==> src/core/csf_pkg.sv <==
package csf_pkg;

    // Data addresses at which the flag register answers, one each in direct banks 0 and 1
    localparam logic [8:0] CSF_ADDR_BANK0 = 9'h003;
    localparam logic [8:0] CSF_ADDR_BANK1 = 9'h083;

    // Field positions inside the flag register
    localparam int unsigned CSF_BIT_C = 0;
    localparam int unsigned CSF_BIT_DC = 1;
    localparam int unsigned CSF_BIT_Z = 2;
    localparam int unsigned CSF_BIT_PWRDN = 3;
    localparam int unsigned CSF_BIT_TO = 4;
    localparam int unsigned CSF_BIT_DBANK_LO = 5;
    localparam int unsigned CSF_BIT_DBANK_HI = 6;
    localparam int unsigned CSF_BIT_IBANK = 7;

    // Reset value: both reset-cause flags set, bank bits clear.
    // Arithmetic flags are undefined after power-up; zero is chosen here.
    localparam logic [7:0] CSF_STATUS_RST = 8'h18;

    // Constants of the flag arithmetic
    localparam logic [8:0] CSF_ONE9 = 9'h001;
    localparam logic [4:0] CSF_ONE5 = 5'h01;
    localparam logic [7:0] CSF_ONE8 = 8'h01;
    localparam logic [7:0] CSF_ZERO8 = 8'h00;

    // Operation of the executing instruction, as seen by the flag logic
    typedef enum logic [3:0] {
        CSF_OP_NONE,
        CSF_OP_ADD,
        CSF_OP_SUB,
        CSF_OP_AND,
        CSF_OP_IOR,
        CSF_OP_XOR,
        CSF_OP_PASS,
        CSF_OP_CLEAR,
        CSF_OP_INC,
        CSF_OP_DEC,
        CSF_OP_COM,
        CSF_OP_ROTL,
        CSF_OP_ROTR,
        CSF_OP_SWAP
    } csf_alu_op_t;

endpackage

==> src/core/csf_flag_if.sv <==
`timescale 1ns/1ps
`default_nettype none

interface csf_flag_if;
    import csf_pkg::*;
    // Operation and operands
    csf_alu_op_t op;
    logic [7:0] opnd_w;
    logic [7:0] opnd_f;
    logic carry_in;
    // Result and produced flags
    logic [7:0] result;
    logic c;
    logic dc;
    logic z;
    // Which flags the operation updates
    logic upd_c;
    logic upd_dc;
    logic upd_z;

    modport alu (
        input op, opnd_w, opnd_f, carry_in,
        output result, c, dc, z, upd_c, upd_dc, upd_z
    );
    modport core (
        output op, opnd_w, opnd_f, carry_in,
        input result, c, dc, z, upd_c, upd_dc, upd_z
    );
endinterface

`default_nettype wire

==> src/core/csf_flag_alu.sv <==
`timescale 1ns/1ps
`default_nettype none

module csf_flag_alu
    import csf_pkg::*;
(
    // Operation in, result and flags out
    csf_flag_if.alu fl
);

    // Full and low-nibble sums for carry and digit carry
    logic [8:0] sum;
    logic [4:0] nib;

    // Pure combinational flag logic; no state
    always_comb begin
        sum = 9'h000;
        nib = 5'h00;
        fl.result = fl.opnd_f;
        fl.c = 1'b0;
        fl.dc = 1'b0;
        fl.upd_c = 1'b0;
        fl.upd_dc = 1'b0;
        fl.upd_z = 1'b0;
        case (fl.op)
            CSF_OP_ADD: begin
                sum = {1'b0, fl.opnd_w} + {1'b0, fl.opnd_f};
                nib = {1'b0, fl.opnd_w[3:0]} + {1'b0, fl.opnd_f[3:0]};
                fl.result = sum[7:0];
                fl.c = sum[8];
                fl.dc = nib[4];
                {fl.upd_c, fl.upd_dc, fl.upd_z} = 3'h7;
            end
            CSF_OP_SUB: begin
                // Two's complement add, so carry set means no borrow
                sum = {1'b0, fl.opnd_f} + {1'b0, ~fl.opnd_w} + CSF_ONE9;
                nib = {1'b0, fl.opnd_f[3:0]} + {1'b0, ~fl.opnd_w[3:0]} + CSF_ONE5;
                fl.result = sum[7:0];
                fl.c = sum[8];
                fl.dc = nib[4];
                {fl.upd_c, fl.upd_dc, fl.upd_z} = 3'h7;
            end
            CSF_OP_AND: begin
                fl.result = fl.opnd_w & fl.opnd_f;
                fl.upd_z = 1'b1;
            end
            CSF_OP_IOR: begin
                fl.result = fl.opnd_w | fl.opnd_f;
                fl.upd_z = 1'b1;
            end
            CSF_OP_XOR: begin
                fl.result = fl.opnd_w ^ fl.opnd_f;
                fl.upd_z = 1'b1;
            end
            CSF_OP_PASS: begin
                fl.upd_z = 1'b1;
            end
            CSF_OP_CLEAR: begin
                fl.result = CSF_ZERO8;
                fl.upd_z = 1'b1;
            end
            CSF_OP_INC: begin
                fl.result = fl.opnd_f + CSF_ONE8;
                fl.upd_z = 1'b1;
            end
            CSF_OP_DEC: begin
                fl.result = fl.opnd_f - CSF_ONE8;
                fl.upd_z = 1'b1;
            end
            CSF_OP_COM: begin
                fl.result = ~fl.opnd_f;
                fl.upd_z = 1'b1;
            end
            CSF_OP_ROTL: begin
                fl.result = {fl.opnd_f[6:0], fl.carry_in};
                fl.c = fl.opnd_f[7];
                fl.upd_c = 1'b1;
            end
            CSF_OP_ROTR: begin
                fl.result = {fl.carry_in, fl.opnd_f[7:1]};
                fl.c = fl.opnd_f[0];
                fl.upd_c = 1'b1;
            end
            CSF_OP_SWAP: begin
                // Flag-free, like move and bit set/clear
                fl.result = {fl.opnd_f[3:0], fl.opnd_f[7:4]};
            end
            default: begin
                fl.result = fl.opnd_f;
            end
        endcase
    end

    // Zero flag follows the result
    assign fl.z = (fl.result == CSF_ZERO8);

endmodule // csf_flag_alu

`default_nettype wire

==> src/core/csf_status_reg.sv <==
`timescale 1ns/1ps
`default_nettype none

// What this block does
// - Register writable like any data-memory register
// - Flag-updating write keeps flag logic values
// - Reset-cause flags ignore all instruction writes
// - Clear takes upper bits from the write data, sets zero flag
// - Subtraction carries act as inverted borrow outputs
// - Register mapped at both addresses, reset values
// - Indirect select bit picks banks zero/one or two/three
// - Direct select bits pick one of four 128-byte banks
// - Carry set on carry out of MSB
// - Subtraction adds two's complement of operand
// - Rotates load carry from edge bit
module csf_status_reg
    import csf_pkg::*;
(
    // Clock and reset
    input wire logic sys_clk,
    input wire logic rst_n,
    // Executing instruction
    input wire csf_alu_op_t alu_op,
    input wire logic [7:0] opnd_w,
    input wire logic [7:0] opnd_f,
    // Data-memory write
    input wire logic wr_en,
    input wire logic [8:0] wr_addr,
    input wire logic [7:0] wr_data,
    // Data-memory read
    input wire logic rd_en,
    input wire logic [8:0] rd_addr,
    // Operand address formation
    input wire logic ind_sel,
    input wire logic [6:0] file_addr,
    input wire logic [7:0] fsr_ptr,
    // Reset-cause events from watchdog and sleep logic
    input wire logic wdt_timeout,
    input wire logic wdt_clear,
    input wire logic sleep_enter,
    // Register and datapath outputs
    output logic [7:0] status_val,
    output logic [7:0] rd_data,
    output logic rd_hit,
    output logic [7:0] alu_result,
    output logic [8:0] data_addr
);

    // Whole state of the block
    typedef struct packed {
        logic [7:0] status;
        logic [7:0] rd_data;
        logic rd_hit;
        logic [7:0] result;
        logic [8:0] data_addr;
    } csf_state_t;

    csf_state_t st_q; // Registered state
    csf_state_t st_d; // Next state
    logic wr_hit; // Write aimed at the flag register
    logic rd_match; // Read aimed at the flag register

    // Flag logic
    csf_flag_if fl ();

    assign fl.op = alu_op;
    assign fl.opnd_w = opnd_w;
    assign fl.opnd_f = opnd_f;
    assign fl.carry_in = st_q.status[CSF_BIT_C];

    csf_flag_alu u_alu (
        .fl (fl)
    );

    // Both bank images decode to the same register
    assign wr_hit = wr_en && ((wr_addr == CSF_ADDR_BANK0) || (wr_addr == CSF_ADDR_BANK1));
    assign rd_match = rd_en && ((rd_addr == CSF_ADDR_BANK0) || (rd_addr == CSF_ADDR_BANK1));

    // Next-state logic
    always_comb begin
        st_d = st_q;
        // Plain data write; reset-cause bits left out on purpose
        if (wr_hit) begin
            st_d.status[CSF_BIT_IBANK] = wr_data[CSF_BIT_IBANK];
            st_d.status[CSF_BIT_DBANK_HI] = wr_data[CSF_BIT_DBANK_HI];
            st_d.status[CSF_BIT_DBANK_LO] = wr_data[CSF_BIT_DBANK_LO];
            // Any flag update locks all three flag bits against the data
            if (!(fl.upd_z || fl.upd_dc || fl.upd_c)) begin
                st_d.status[CSF_BIT_Z] = wr_data[CSF_BIT_Z];
                st_d.status[CSF_BIT_DC] = wr_data[CSF_BIT_DC];
                st_d.status[CSF_BIT_C] = wr_data[CSF_BIT_C];
            end
        end
        // Flag updates override the write, bit by bit
        if (fl.upd_z) begin
            st_d.status[CSF_BIT_Z] = fl.z;
        end
        if (fl.upd_dc) begin
            st_d.status[CSF_BIT_DC] = fl.dc;
        end
        if (fl.upd_c) begin
            st_d.status[CSF_BIT_C] = fl.c;
        end
        // Reset-cause flags move only on watchdog and sleep events
        if (wdt_timeout) begin
            st_d.status[CSF_BIT_TO] = 1'b0;
        end else if (wdt_clear) begin
            st_d.status[CSF_BIT_TO] = 1'b1;
            st_d.status[CSF_BIT_PWRDN] = 1'b1;
        end else if (sleep_enter) begin
            st_d.status[CSF_BIT_TO] = 1'b1;
            st_d.status[CSF_BIT_PWRDN] = 1'b0;
        end
        // Read returns the post-update value, so same-cycle flags win
        st_d.rd_hit = rd_match;
        if (rd_match) begin
            st_d.rd_data = st_d.status;
        end else begin
            st_d.rd_data = CSF_ZERO8;
        end
        st_d.result = fl.result;
        // Operand address; bank bits as they stand when issued
        if (ind_sel) begin
            st_d.data_addr = {st_q.status[CSF_BIT_IBANK], fsr_ptr};
        end else begin
            st_d.data_addr = {st_q.status[CSF_BIT_DBANK_HI], st_q.status[CSF_BIT_DBANK_LO],
                              file_addr};
        end
    end

    // State register
    always_ff @(posedge sys_clk or negedge rst_n) begin
        if (!rst_n) begin
            st_q <= '{status: CSF_STATUS_RST, rd_data: CSF_ZERO8, rd_hit: 1'b0,
                      result: CSF_ZERO8, data_addr: 9'h000};
        end else begin
            st_q <= st_d;
        end
    end

    // Outputs straight from the state register
    assign status_val = st_q.status;
    assign rd_data = st_q.rd_data;
    assign rd_hit = st_q.rd_hit;
    assign alu_result = st_q.result;
    assign data_addr = st_q.data_addr;

    // No reset-cause event in the cycle
    logic no_evt;
    assign no_evt = !wdt_timeout && !wdt_clear && !sleep_enter;
endmodule // csf_status_reg

`default_nettype wire

==> config.mk <==
export PLATFORM = sky130hd
export DESIGN_NAME = csf_status_reg
export DESIGN_NICKNAME = d
export VERILOG_FILES = /design/src/core/csf_pkg.sv /design/src/core/csf_flag_if.sv /design/src/core/csf_flag_alu.sv /design/src/core/csf_status_reg.sv
export SDC_FILE = /design/constraint.sdc
export NUM_CORES = 1
export LEC_CHECK = 0
export BUFFER_PORTS_ARGS = -buffer_cell sky130_fd_sc_hd__buf_4
export CAP_MARGIN = 40
export CELL_PAD_IN_SITES_DETAIL_PLACEMENT = 1
export CELL_PAD_IN_SITES_GLOBAL_PLACEMENT = 1
export CORE_MARGIN = 10
export CORE_UTILIZATION = 41
export DETAILED_ROUTE_END_ITERATION = 12
export GPL_TIMING_DRIVEN = 1
export MAX_ROUTING_LAYER = met4
export PLACE_DENSITY_LB_ADDON = 0.1
export RECOVER_POWER = 25
export SLEW_MARGIN = 40
export SYNTH_ARGS = -nofsm -noshare
export SYNTH_HDL_FRONTEND = slang
export SYNTH_SLANG_ARGS = --single-unit
==> constraint.sdc <==
create_clock -name sys_clk -period 4.5 [get_ports sys_clk]
set_input_delay 0 -clock sys_clk [delete_from_list [all_inputs] [get_ports sys_clk]]
set_output_delay 0 -clock sys_clk [all_outputs]
set_load 0.02 [all_outputs]
* Word level (Yosys, flattened, before mapping)
Index checks and enable logic that the tools add are counted.
** Word-level totals
- Input port bits :: 69
- Bits in registers :: 34
- Output and inout bits :: 34
** Operators by class
- Muxes and demuxes :: 18
- Add/subtract/negate cells :: 8
- Equality and inequality tests :: 17
- Reduce and logical (&&, ||, !) cells :: 10
- Bitwise gates (word level) :: 6
** Operators with widths (count)
- one-hot mux 8 bit (12 select lines) :: 1
- equality test 4 bit, second input constant :: 6
- adder 8 x 8 -> 9 bit :: 2
- equality test 9 x 2 -> 1 bit, second input constant :: 2
- equality test 9 x 8 -> 1 bit, second input constant :: 2
- equality test 4 x 3 -> 1 bit, second input constant :: 4
- NOT 8 bit :: 2
- adder 4 x 4 -> 5 bit :: 2
- OR reduction 10 bit :: 1
- adder 9 x 1 -> 9 bit, second input constant :: 1
- two-way mux 3 bit :: 3
- two-way mux 9 bit :: 1
- adder 8 x 1 -> 8 bit, second input constant :: 1
- AND 8 bit :: 1
- equality test 4 x 2 -> 1 bit, second input constant :: 2
- logical NOT 8 bit :: 1
- two-way mux 1 bit :: 8
- two-way mux 8 bit :: 1
- OR 8 bit :: 1
- subtractor 8 x 1 -> 8 bit, second input constant :: 1
- bitwise XOR 8 bit :: 1
- adder 5 x 1 -> 5 bit, second input constant :: 1
- equality test 4 x 1 -> 1 bit, second input constant :: 1
- logical OR 1 bit :: 4
- 7 further kinds :: 9

* Depth between registers and ports, before layout
Gate-level depths: netlist of run 1.
- Depth in word-level cells :: 9
- Gate-level depth with buffers :: 13
- Depth with buffers taken out :: 12

* By module
From an unflattened synthesis of run 1, not the netlist that was laid out.
** Unflattened totals
- Cell total of the unflattened synthesis :: 387
- Area total of the unflattened synthesis :: 3213.1 µm²
** Modules (own cells, without submodules)
- csf_flag_alu :: times used 1, area an instance 1973.1 µm², cells an instance 302, seq. area each 0.0 µm²
- csf_status_reg :: times used 1, area an instance 1239.9 µm², cells an instance 85, seq. area each 853.3 µm²

* Worst setup path after synthesis of run 1
No wires, ideal clock.
- Path type :: input-to-reg
- Start :: input port opnd_f[2]
- End :: register st_q (netlist bit rd_data[2])
- Stages :: 12
- Required time :: 4.420 ns
- Slack :: 1.606 ns
- Path buffers :: 2
- Data arrival time :: 2.815 ns
- Setup time :: 0.080 ns
- Path through :: clkbuf_1 inv_1 ha_1 buf_2 a211oi_1 or4_1 o2111ai_1 a311oi_1 nor2_1 or4b_1 or4_1 a21oi_1
** RTL lines
- from (decl) :: RTL line csf_status_reg.sv:25 : input wire logic [7:0] opnd_f,
- to (signal assigned) :: RTL line csf_status_reg.sv:134 : st_q <= '{status: CSF_STATUS_RST, rd_data: CSF_ZERO8, rd_hit: 1'b0,
- to (signal assigned) :: RTL line csf_status_reg.sv:137 : st_q <= st_d;
- to (decl) :: RTL line csf_status_reg.sv:58 : csf_state_t st_q;

==> flow_summary.json, run 1 <==
{
  "reg2reg_depth": 7,
  "maxSlewHeadroom_pct": -18.17,
  "synthTopCellsByCount": "dfrtp_1 (32), nor2_1 (31), inv_1 (29)",
  "syn-instance-count": 428,
  "arrival_ns": 3.59,
  "synth_top_area_cell": "dfrtp_1",
  "synth_most_common_cell": "dfrtp_1",
  "die_h_um": 111.8,
  "rr_startpoint": "status_val[0]",
  "synthArstFlopShare_pct": 100.0,
  "avgSynthCellArea_sq_um": 8.071,
  "failed_checks": "capacitance limit, slew limit",
  "pwr_density_cell_nw_per_um2": 241.7,
  "insertion_delay_ns": 0.31,
  "ir_worst_vdd_v": 0.0001198,
  "dr.pass1.iters": 4,
  "grt_max_degree": 47,
  "drt-initial-drc-count": 321,
  "critical_path_required_ns": 4.73,
  "vias": 3793,
  "critPathCaptureType": "flop",
  "slew_violations": 35,
  "place.gp.congestion": 0.9079,
  "grt_overflow": 0,
  "syn_to_final_growth_pct": 31.22,
  "crit_fanout": 46,
  "r2r-end": "rd_data[2]",
  "grt_pass1_vias": 3885,
  "ys_types": 68,
  "fillCellCount": 991,
  "synth_edf_count": 0,
  "port-buffer-count": 98,
  "antenna_found_initial": 1,
  "die_area_sq_um": 12500,
  "initial_utilization_pct": 42.04,
  "core_area_sq_um": 8217,
  "num-nets-final": 617,
  "critical_path_class": "input pin to flop",
  "fin_area_sq_um": 4533,
  "cp-start-kind": "input pin",
  "routed_via_density": 6.040,
  "seq_area_frac_synth_pct": 24.70,
  "cts.clk_slew.worst_paths_ns": 0.09,
  "tritoncts": "yes",
  "final_hold_viol_count": 0,
  "post_cts_buffers": 0,
  "ant_nets": 0,
  "status": "finished with violations",
  "cts_buffers": 5,
  "maxCapViolCount": 1,
  "tightest_slew_ns": 1.773,
  "hp-class": "input pin to flop",
  "ys_ff_latch": 34,
  "routedWlPerCell_um": 22.16,
  "synth_area_sq_um": 3455,
  "die_x_um": 111.8,
  "place_hpwl_um": 9665,
  "finalWirelength_um": 13910,
  "fin_skew_ns": 0.01575,
  "dpl_cell_area_sq_um": 4177,
  "cts-root-buf": "clkbuf_8",
  "drive_gt1_share_pct": 24.90,
  "setup_viol": 0,
  "period_share_pct": 74.86,
  "grt_usage_pct": 21.93,
  "ys_warn_count": 0,
  "rsz0062_at_grt": "false",
  "yosys_most_used_dff": "dfrtp_1",
  "synth.area.top_cells": "dfrtp_1 (23%), ha_1 (9.1%), mux2_2 (3.9%)",
  "reg2reg_setup_slack_ns": 2.05,
  "grt_pass1_wl_um": 21940,
  "min_period_ns": 3.369,
  "io_pins": 103,
  "htreeDepth": 2,
  "leakagePower_nw": 2.070,
  "maxClockFrequency_mhz": 296.9,
  "yosys.area.top_type_share_pct": 23.18,
  "numClockSinks": 34,
  "row_count": 33,
  "drc": 0,
  "clock_path_buffers": 2,
  "min_to": "rd_data[4]",
  "whs_path_depth": 3,
  "hold_path_startpoint": "sleep_enter",
  "synth_nets": 524,
  "tns_ns": 0
}
[logic make-up after synthesis]
kind of cell | after synthesis | share of synthesized area [%]
multiplexers | 20 | 6.230
XOR/XNOR | 4 | 1.014
adder cells (fa/ha/maj) | 27 | 10.21
flip-flops | 34 | 24.70
buffers and inverters | 64 | 8.004
AO/OA/AOI/OAI | 123 | 24.70
AND/OR/NAND/NOR | 156 | 25.14
[layer usage]
metal	GRT usage (%)	share of wire, %	vias to the layer above
li1	-	-	1755
met1	25.88	42	1867
met2	36.71	50	144
met3	2.952	5.2	27
met4	8.912	2.8	0
met5	-	0	-
[sequential cells by signal (all words and copies together) (netlist names)]
name / count
status_val: 8
rd_data: 8
rd_hit: 1
data_addr: 9
alu_result: 8
[cell type report]
cell class / instances / area [sq um] / area share, %
clock buffer: 5 / 68.82 / 1.518
clock inverter: 3 / 68.82 / 1.518
multi-input combinational: 330 / 2340 / 51.61
inverter: 29 / 108.9 / 2.401
tap: 105 / 131.4 / 2.898
timing repair buffer: 121 / 959.7 / 21.17
antenna: 1 / 2.502 / 0.05520
sequential: 34 / 853.3 / 18.82
[stage by stage]
| step | power [mW] | cells | hold slack (ns) | setup slack [ns] | utilization, % |
|---|---|---|---|---|---|
| 4_1_cts | 1.082 | 627 | 0.01859 | 1.182 | 55.18 |
| 3_3_place_gp | 0.7165 | 597 | -0.03784 | 1.014 | 50.72 |
| 2_1_floorplan | 0.5761 | 428 | -0.2956 | 1.606 | - |
| 5_1_grt | 1.151 | 628 | 0.03946 | 1.017 | 55.17 |
| 3_5_place_dp | 0.7283 | 597 | -0.03610 | 0.9615 | 50.83 |
| 6_report | 1.096 | 628 | 0.02740 | 1.131 | 55.17 |
[power by group]
group | total, mW | switching (mW) | internal [mW] | leakage [nW]
Clock | 0.347 | 0.125 | 0.222 | 0.0683
Combinational | 0.406 | 0.231 | 0.175 | 1.57
Sequential | 0.343 | 0.0124 | 0.331 | 0.430
Total | 1.10 | 0.368 | 0.728 | 2.07
[critical path: stages]
cell and delay (ns):
buf_4 0.38, and4bb_1 0.51, xnor2_1 0.17, ha_1 0.24, nor4_1 0.08, and2_1 0.17, or3_1 0.32, a311oi_1 0.35
nor2_1 0.11, or4b_1 0.57, or4_1 0.48, a21oi_1 0.21
[placed cells by master (no fill, tap or decap), types with 4 or more instances in the layout]
| cell type | count |
|---|---|
| nor3_1 | 13 |
| nand4_1 | 5 |
| and2_1 | 7 |
| inv_1 | 29 |
| clkbuf_8 | 5 |
| or4_1 | 7 |
| ha_1 | 25 |
| a211oi_1 | 8 |
| mux2i_1 | 8 |
| nor3b_1 | 5 |
| a31oi_1 | 10 |
| mux2_2 | 12 |
| buf_4 | 98 |
| a21o_1 | 5 |
| o22ai_1 | 6 |
| a21oi_1 | 25 |
| nand2_1 | 24 |
| nor2b_1 | 13 |
| dfrtp_1 | 32 |
| o21ai_0 | 20 |
| nand2b_1 | 13 |
| and3_1 | 5 |
| nand3_1 | 9 |
| o2111ai_1 | 5 |
| o21bai_1 | 4 |
| a22oi_1 | 7 |
| dlygate4sd3_1 | 22 |
| nor4_1 | 6 |
| nor2_1 | 31 |
[worst max-delay path by stage]
stage | start | to | slack (ns) | cells after the start
floorplan | opnd_f[2] | rd_data[2] | 1.61 | 12
global placement | opnd_f[0] | rd_data[2] | 1.01 | 11
detailed placement | alu_op[3] | rd_data[2] | 0.96 | 12
CTS | alu_op[3] | rd_data[2] | 1.18 | 12
global route | alu_op[3] | rd_data[2] | 1.02 | 12
finish | alu_op[3] | rd_data[2] | 1.13 | 12
[repair_timing]
item	CTS	global route
endpoints found under the hold margin	48	0
hold buffers	22	0
gates resized for setup	0	0
endpoints found under the setup margin	0	0
Note: power is estimated with default switching activity, not from simulation.
==> run 2, diff against run 1 <==
--- a/config.mk
+++ b/config.mk
@@ -10,7 +10,7 @@
 export CELL_PAD_IN_SITES_DETAIL_PLACEMENT = 1
 export CELL_PAD_IN_SITES_GLOBAL_PLACEMENT = 1
 export CORE_MARGIN = 10
-export CORE_UTILIZATION = 41
+export CORE_UTILIZATION = 38
 export DETAILED_ROUTE_END_ITERATION = 12
 export GPL_TIMING_DRIVEN = 1
 export MAX_ROUTING_LAYER = met4
==> constraint.sdc (replaced) <==
create_clock -name sys_clk -period 3.5 [get_ports sys_clk]
set_input_delay 0 -clock sys_clk [delete_from_list [all_inputs] [get_ports sys_clk]]
set_output_delay 0 -clock sys_clk [all_outputs]
set_load 0.02 [all_outputs]
==> run 2 against run 1 <==
The run still ends with capacitance limit, slew limit left. Clock skew fell by 0.011 ns. Core utilization down 3.6 points. Via count is 0.92% lower. Non-clock buffer count rose by 8. Routed wire length shrank 0.33%. Setup slack lost 0.66 ns. Sequential power is 29% higher. Design area rose by 0.14%.
==> flow_summary.json, run 2 (same netlist as run 1, synthesis figures left out) <==
{
  "reg2reg_setup_slack_ns": 1.12,
  "max_stage_delay_ns": 0.57,
  "reg2reg_depth": 7,
  "tightest_slew_ns": 1.837,
  "dpl_cell_area_sq_um": 4232,
  "drt-initial-drc-count": 308,
  "ir_worst_vdd_v": 0.0001511,
  "slew_violations": 35,
  "critical_path_required_ns": 3.70,
  "grt_max_degree": 43,
  "clock_path_buffers": 2,
  "final_hold_viol_count": 0,
  "rsz0062_at_grt": "false",
  "tritoncts": "yes",
  "maxCapViolCount": 1,
  "rr_startpoint": "status_val[0]",
  "whs_path_depth": 3,
  "hp-class": "input pin to flop",
  "pwr_density_cell_nw_per_um2": 278.3,
  "cpMaxStageDelayCell": "a211oi_1",
  "insertion_delay_ns": 0.28,
  "tns_ns": 0,
  "ant_nets": 0,
  "leakagePower_nw": 2.084,
  "initial_utilization_pct": 39.23,
  "finalWirelength_um": 13870,
  "drive_gt1_share_pct": 25.85,
  "fin_area_sq_um": 4539,
  "htreeDepth": 2,
  "place.gp.congestion": 0.9365,
  "period_share_pct": 86.63,
  "die_area_sq_um": 13300,
  "drc": 0,
  "grt_usage_pct": 20.89,
  "grt_pass1_wl_um": 21680,
  "row_count": 34,
  "maxSlewHeadroom_pct": -22.46,
  "vias": 3758,
  "r2r-end": "rd_data[2]",
  "numClockSinks": 34,
  "crit_fanout": 9,
  "min_to": "status_val[0]",
  "final_cell_mix": "buf_4 (106), dfrtp_1 (32), nor2_1 (31)",
  "routed_via_density": 5.890,
  "num-nets-final": 625,
  "antenna_found_initial": 0,
  "cts.clk_slew.worst_paths_ns": 0.06,
  "core_area_sq_um": 8806,
  "final_common_cell": "buf_4",
  "crit_chain": "buf_4, ha_1, fa_1, a211oi_1, or4_1, o2111ai_1, a311oi_1, nor2_1, or4b_1, or4_1, a21oi_1",
  "die_x_um": 115.3,
  "syn_to_final_growth_pct": 31.40,
  "ctsResizeCount": 0,
  "die_h_um": 115.3,
  "critPathCaptureType": "flop",
  "failed_checks": "capacitance limit, slew limit",
  "routedWlPerCell_um": 21.74,
  "cp_common_cell": "or4_1",
  "grt_pass1_vias": 3910,
  "antenna_cells": 0,
  "fin_skew_ns": 0.005176,
  "grt_overflow": 0,
  "critical_path_class": "input pin to flop",
  "status": "finished with violations",
  "post_cts_buffers": 0,
  "setup_viol": 0,
  "maxClockFrequency_mhz": 329.8,
  "dr.pass1.iters": 4,
  "hold_path_startpoint": "wr_data[0]",
  "arrival_ns": 3.23,
  "largest_register_ff_count": 9,
  "io_pins": 103,
  "place_hpwl_um": 10050,
  "min_period_ns": 3.032,
  "cts_buffers": 5,
  "cts.hold.buffers_added": 22,
  "cp-start-kind": "input pin",
  "cts-root-buf": "clkbuf_8",
  "port-buffer-count": 98
}
[run 2: changes by cell type in the layout (fill, tap and decap cells not counted), sizes merged]
cell	previous run	this run
diode	1	0
bufinv	2	0
buf	98	106
clkbuf	6	8
[run 2: worst max-delay path by stage]
| stage | start | endpoint | slack [ns] | cells after the start |
|---|---|---|---|---|
| 6_report | opnd_f[0] | rd_data[2] | 0.47 | 11 |
| 5_1_grt | opnd_f[0] | rd_data[2] | 0.23 | 11 |
| 4_1_cts | opnd_f[0] | rd_data[2] | 0.48 | 11 |
| 3_5_place_dp | opnd_f[0] | rd_data[2] | 0.20 | 11 |
| 3_3_place_gp | opnd_f[0] | rd_data[2] | 0.25 | 11 |
| 2_1_floorplan | opnd_f[2] | rd_data[2] | 0.61 | 12 |
[run 2: final cells by class]
| type | instances | area, sq um |
|---|---|---|
| well taps | 108 | 135.1 |
| clock inverters | 1 | 5.005 |
| clock buffers | 7 | 86.33 |
| fillers | 1053 | 4267 |
| repair buffers | 129 | 1020 |
| inverters | 29 | 108.9 |
| multi-input cells | 330 | 2331 |
| flip-flops and latches | 34 | 853.3 |
[run 2: stage by stage]
stage	util (%)	hold WS, ns	setup WS [ns]	std cells	total power, mW
floorplan	-	-0.2956	0.6058	428	0.7407
CTS	51.59	0.01855	0.4836	638	1.256
detailed placement	48.05	-0.03399	0.2038	608	0.9436
finish	51.55	0.06253	0.4678	638	1.263
global route	51.55	0.06387	0.2302	638	1.339
global placement	48.05	-0.03898	0.2528	608	0.9300
[run 2: power by group]
part / total, mW / leakage (nW) / switching, mW / internal (mW)
Combinational: 0.526 / 1.61 / 0.296 / 0.230
Clock: 0.297 / 0.0482 / 0.138 / 0.159
Sequential: 0.441 / 0.430 / 0.0155 / 0.425
Total: 1.26 / 2.08 / 0.450 / 0.814
[run 2: layer usage]
| metal | GRT usage (%) | up-vias | part of all wire, % | wire (um) |
|---|---|---|---|---|
| met1 | 25.39 | 1835 | 43 | 5914 |
| met4 | 5.574 | 0 | 1.4 | 191 |
| met3 | 3.542 | 15 | 7.3 | 1013 |
| li1 | - | 1771 | - | - |
| met5 | - | - | 0 | 0 |
| met2 | 34.94 | 137 | 49 | 6749 |
[run 2: critical path: cells and delay by family]
kind                       cells  cell delay, ns
adders and majority gates      2            0.64
and+or+nand+nor                4            1.27
buffers and inverters          1            0.15
AOI/OAI and AO/OA              4            1.18
==> run 3, diff against run 2 <==
--- a/config.mk
+++ b/config.mk
@@ -14,7 +14,7 @@
 export DETAILED_ROUTE_END_ITERATION = 12
 export GPL_TIMING_DRIVEN = 1
 export MAX_ROUTING_LAYER = met4
-export PLACE_DENSITY_LB_ADDON = 0.1
+export PLACE_DENSITY = 0.9
 export RECOVER_POWER = 25
 export SLEW_MARGIN = 40
 export SYNTH_ARGS = -nofsm -noshare
==> run 3 against run 2 <==
The flow still finishes with violations (capacitance limit, slew limit). Setup slack lost 0.099 ns. Maximum frequency shrank 3.2%. Register-to-register slack lost 0.15 ns. First-iteration DRC count grew 4.2%. Final cell count shrank 0.31%. Clock power shrank 3%. Critical endpoint unchanged. Largest power group unchanged. Highest routed layer unchanged.
==> flow_summary.json, run 3 (same netlist as run 1, synthesis figures left out) <==
{
  "status": "finished with violations",
  "failed_checks": "capacitance limit, slew limit",
  "core_area_sq_um": 8806,
  "initial_utilization_pct": 39.23,
  "maxSlewHeadroom_pct": -21.83,
  "finalWirelength_um": 15170,
  "arrival_ns": 3.35,
  "port-buffer-count": 98,
  "insertion_delay_ns": 0.30,
  "row_count": 34,
  "drc": 0,
  "ir_worst_vdd_v": 0.0001336,
  "cp-start-kind": "input pin",
  "cts-root-buf": "clkbuf_8",
  "clock_power_share_pct": 22.6,
  "num-nets-final": 624,
  "critPathCaptureType": "flop",
  "leakagePower_nw": 2.077,
  "rsz0062_at_grt": "false",
  "sequentialPowerShare_pct": 34.9,
  "critical_path_class": "input pin to flop",
  "drive_gt1_share_pct": 26.14,
  "final_common_cell": "buf_4",
  "final_hold_viol_count": 0,
  "pwr-share-comb_pct": 42.5,
  "die_h_um": 115.3,
  "grt_pass1_wl_um": 23430,
  "final_cell_mix": "buf_4 (106), dfrtp_1 (32), nor2_1 (31)",
  "die_x_um": 115.3,
  "tightest_slew_ns": 1.827,
  "grt_max_degree": 46,
  "maxCapViolCount": 1,
  "power_mw": 1.272,
  "pwr_density_cell_nw_per_um2": 281.1,
  "place_hpwl_um": 10830,
  "clock_path_buffers": 2,
  "htreeDepth": 2,
  "ant_nets": 0,
  "numClockSinks": 34,
  "die_area_sq_um": 13300,
  "tns_ns": 0,
  "critical_path_required_ns": 3.72,
  "cts_buffers": 5,
  "internal-power_mw": 0.7879,
  "period_share_pct": 89.47,
  "grt_pass1_vias": 3978,
  "dpl_cell_area_sq_um": 4238,
  "crit_fanout": 9,
  "syn_to_final_growth_pct": 30.93,
  "antenna_found_initial": 0,
  "grt_usage_pct": 22.86,
  "fin_skew_ns": 0.008840,
  "antenna_cells": 0,
  "cts.clk_slew.worst_paths_ns": 0.08,
  "io_pins": 103,
  "slew_violations": 35,
  "setup_viol": 0,
  "vias": 3956,
  "min_period_ns": 3.131,
  "routedWlPerCell_um": 23.86,
  "maxClockFrequency_mhz": 319.4,
  "p_sw_share_pct": 38.03,
  "largest_register_ff_count": 9,
  "fin_area_sq_um": 4523,
  "drt-initial-drc-count": 321,
  "grt_overflow": 0,
  "dr.pass1.iters": 5,
  "tritoncts": "yes",
  "power.switching_mw": 0.4836,
  "hp-class": "input pin to flop",
  "place.gp.congestion": 0.9176,
  "routed_via_density": 6.220
}
==> run 3: cell types whose count changed in the layout (fill, tap and decap cells not counted), sizes merged <==
cell,previous run,this run
clkbuf,8,6
dlygate4sd3,22,21
clkinv,1,2
==> run 3: power groups by stage <==
stage               Combinational (mW)  Sequential, mW  Clock, mW
floorplan                        0.259           0.481          0
global placement                 0.481           0.447          0
detailed placement               0.501           0.448          0
CTS                              0.524           0.441      0.283
global route                     0.584           0.446      0.298
finish                           0.540           0.444      0.288
==> run 3: final timing paths <==
| check | startpoint | endpoint | cells after the start | slack [ns] |
|---|---|---|---|---|
| max | opnd_f[0] | rd_data[2] | 11 | 0.37 |
| min | sleep_enter | rd_data[4] | 3 | 0.04 |
| max reg2reg | status_val[0] | rd_data[2] | 7 | 0.97 |
| min reg2reg | status_val[6] | data_addr[8] | 1 | 0.60 |
| max in group asynchronous | rst_n | status_val[6] | 2 | 1.69 |
| min in group asynchronous | rst_n | data_addr[2] | 2 | 0.74 |
==> run 3: timing repair <==
action / CTS / global route
setup buffers: 0 / 0
gates resized for setup: 0 / 0
hold endpoints to repair: 48 / 0
hold buffers: 21 / 0
==> run 3: cell type report <==
class	instances	area (sq um)
Sequential cell	34	853.3
Multi-Input combinational cell	330	2337
Fill cell	1060	4283
Clock inverter	2	10.01
Timing Repair Buffer	128	1010
Clock buffer	5	68.82
Inverter	29	108.9
Tap cell	108	135.1
==> run 3: per-stage QoR <==
stage	utilization, %	std cells	hold WS (ns)	setup slack (ns)
6_report	51.36	636	0.04246	0.3687
5_1_grt	51.36	636	0.07512	0.1969
4_1_cts	51.41	636	0.006041	0.4914
3_5_place_dp	48.12	608	-0.02689	0.2142
3_3_place_gp	48.12	608	-0.04411	0.2846
2_1_floorplan	-	428	-0.2956	0.6058
==> run 3: critical path, cell delays in order <==
cell       delay (ns)
buf_4            0.15
ha_1             0.22
fa_1             0.43
a211oi_1         0.54
or4_1            0.22
o2111ai_1        0.18
a311oi_1         0.29
nor2_1           0.10
or4b_1           0.55
or4_1            0.46
a21oi_1          0.20
==> run 3: metal layers <==
metal,global-route usage (%),share of wire (%),vias to the layer above
met5,-,0,-
met4,8.530,2.6,0
met3,4.792,8.2,41
met2,36.65,46,224
met1,27.63,43,1917
li1,-,-,1774
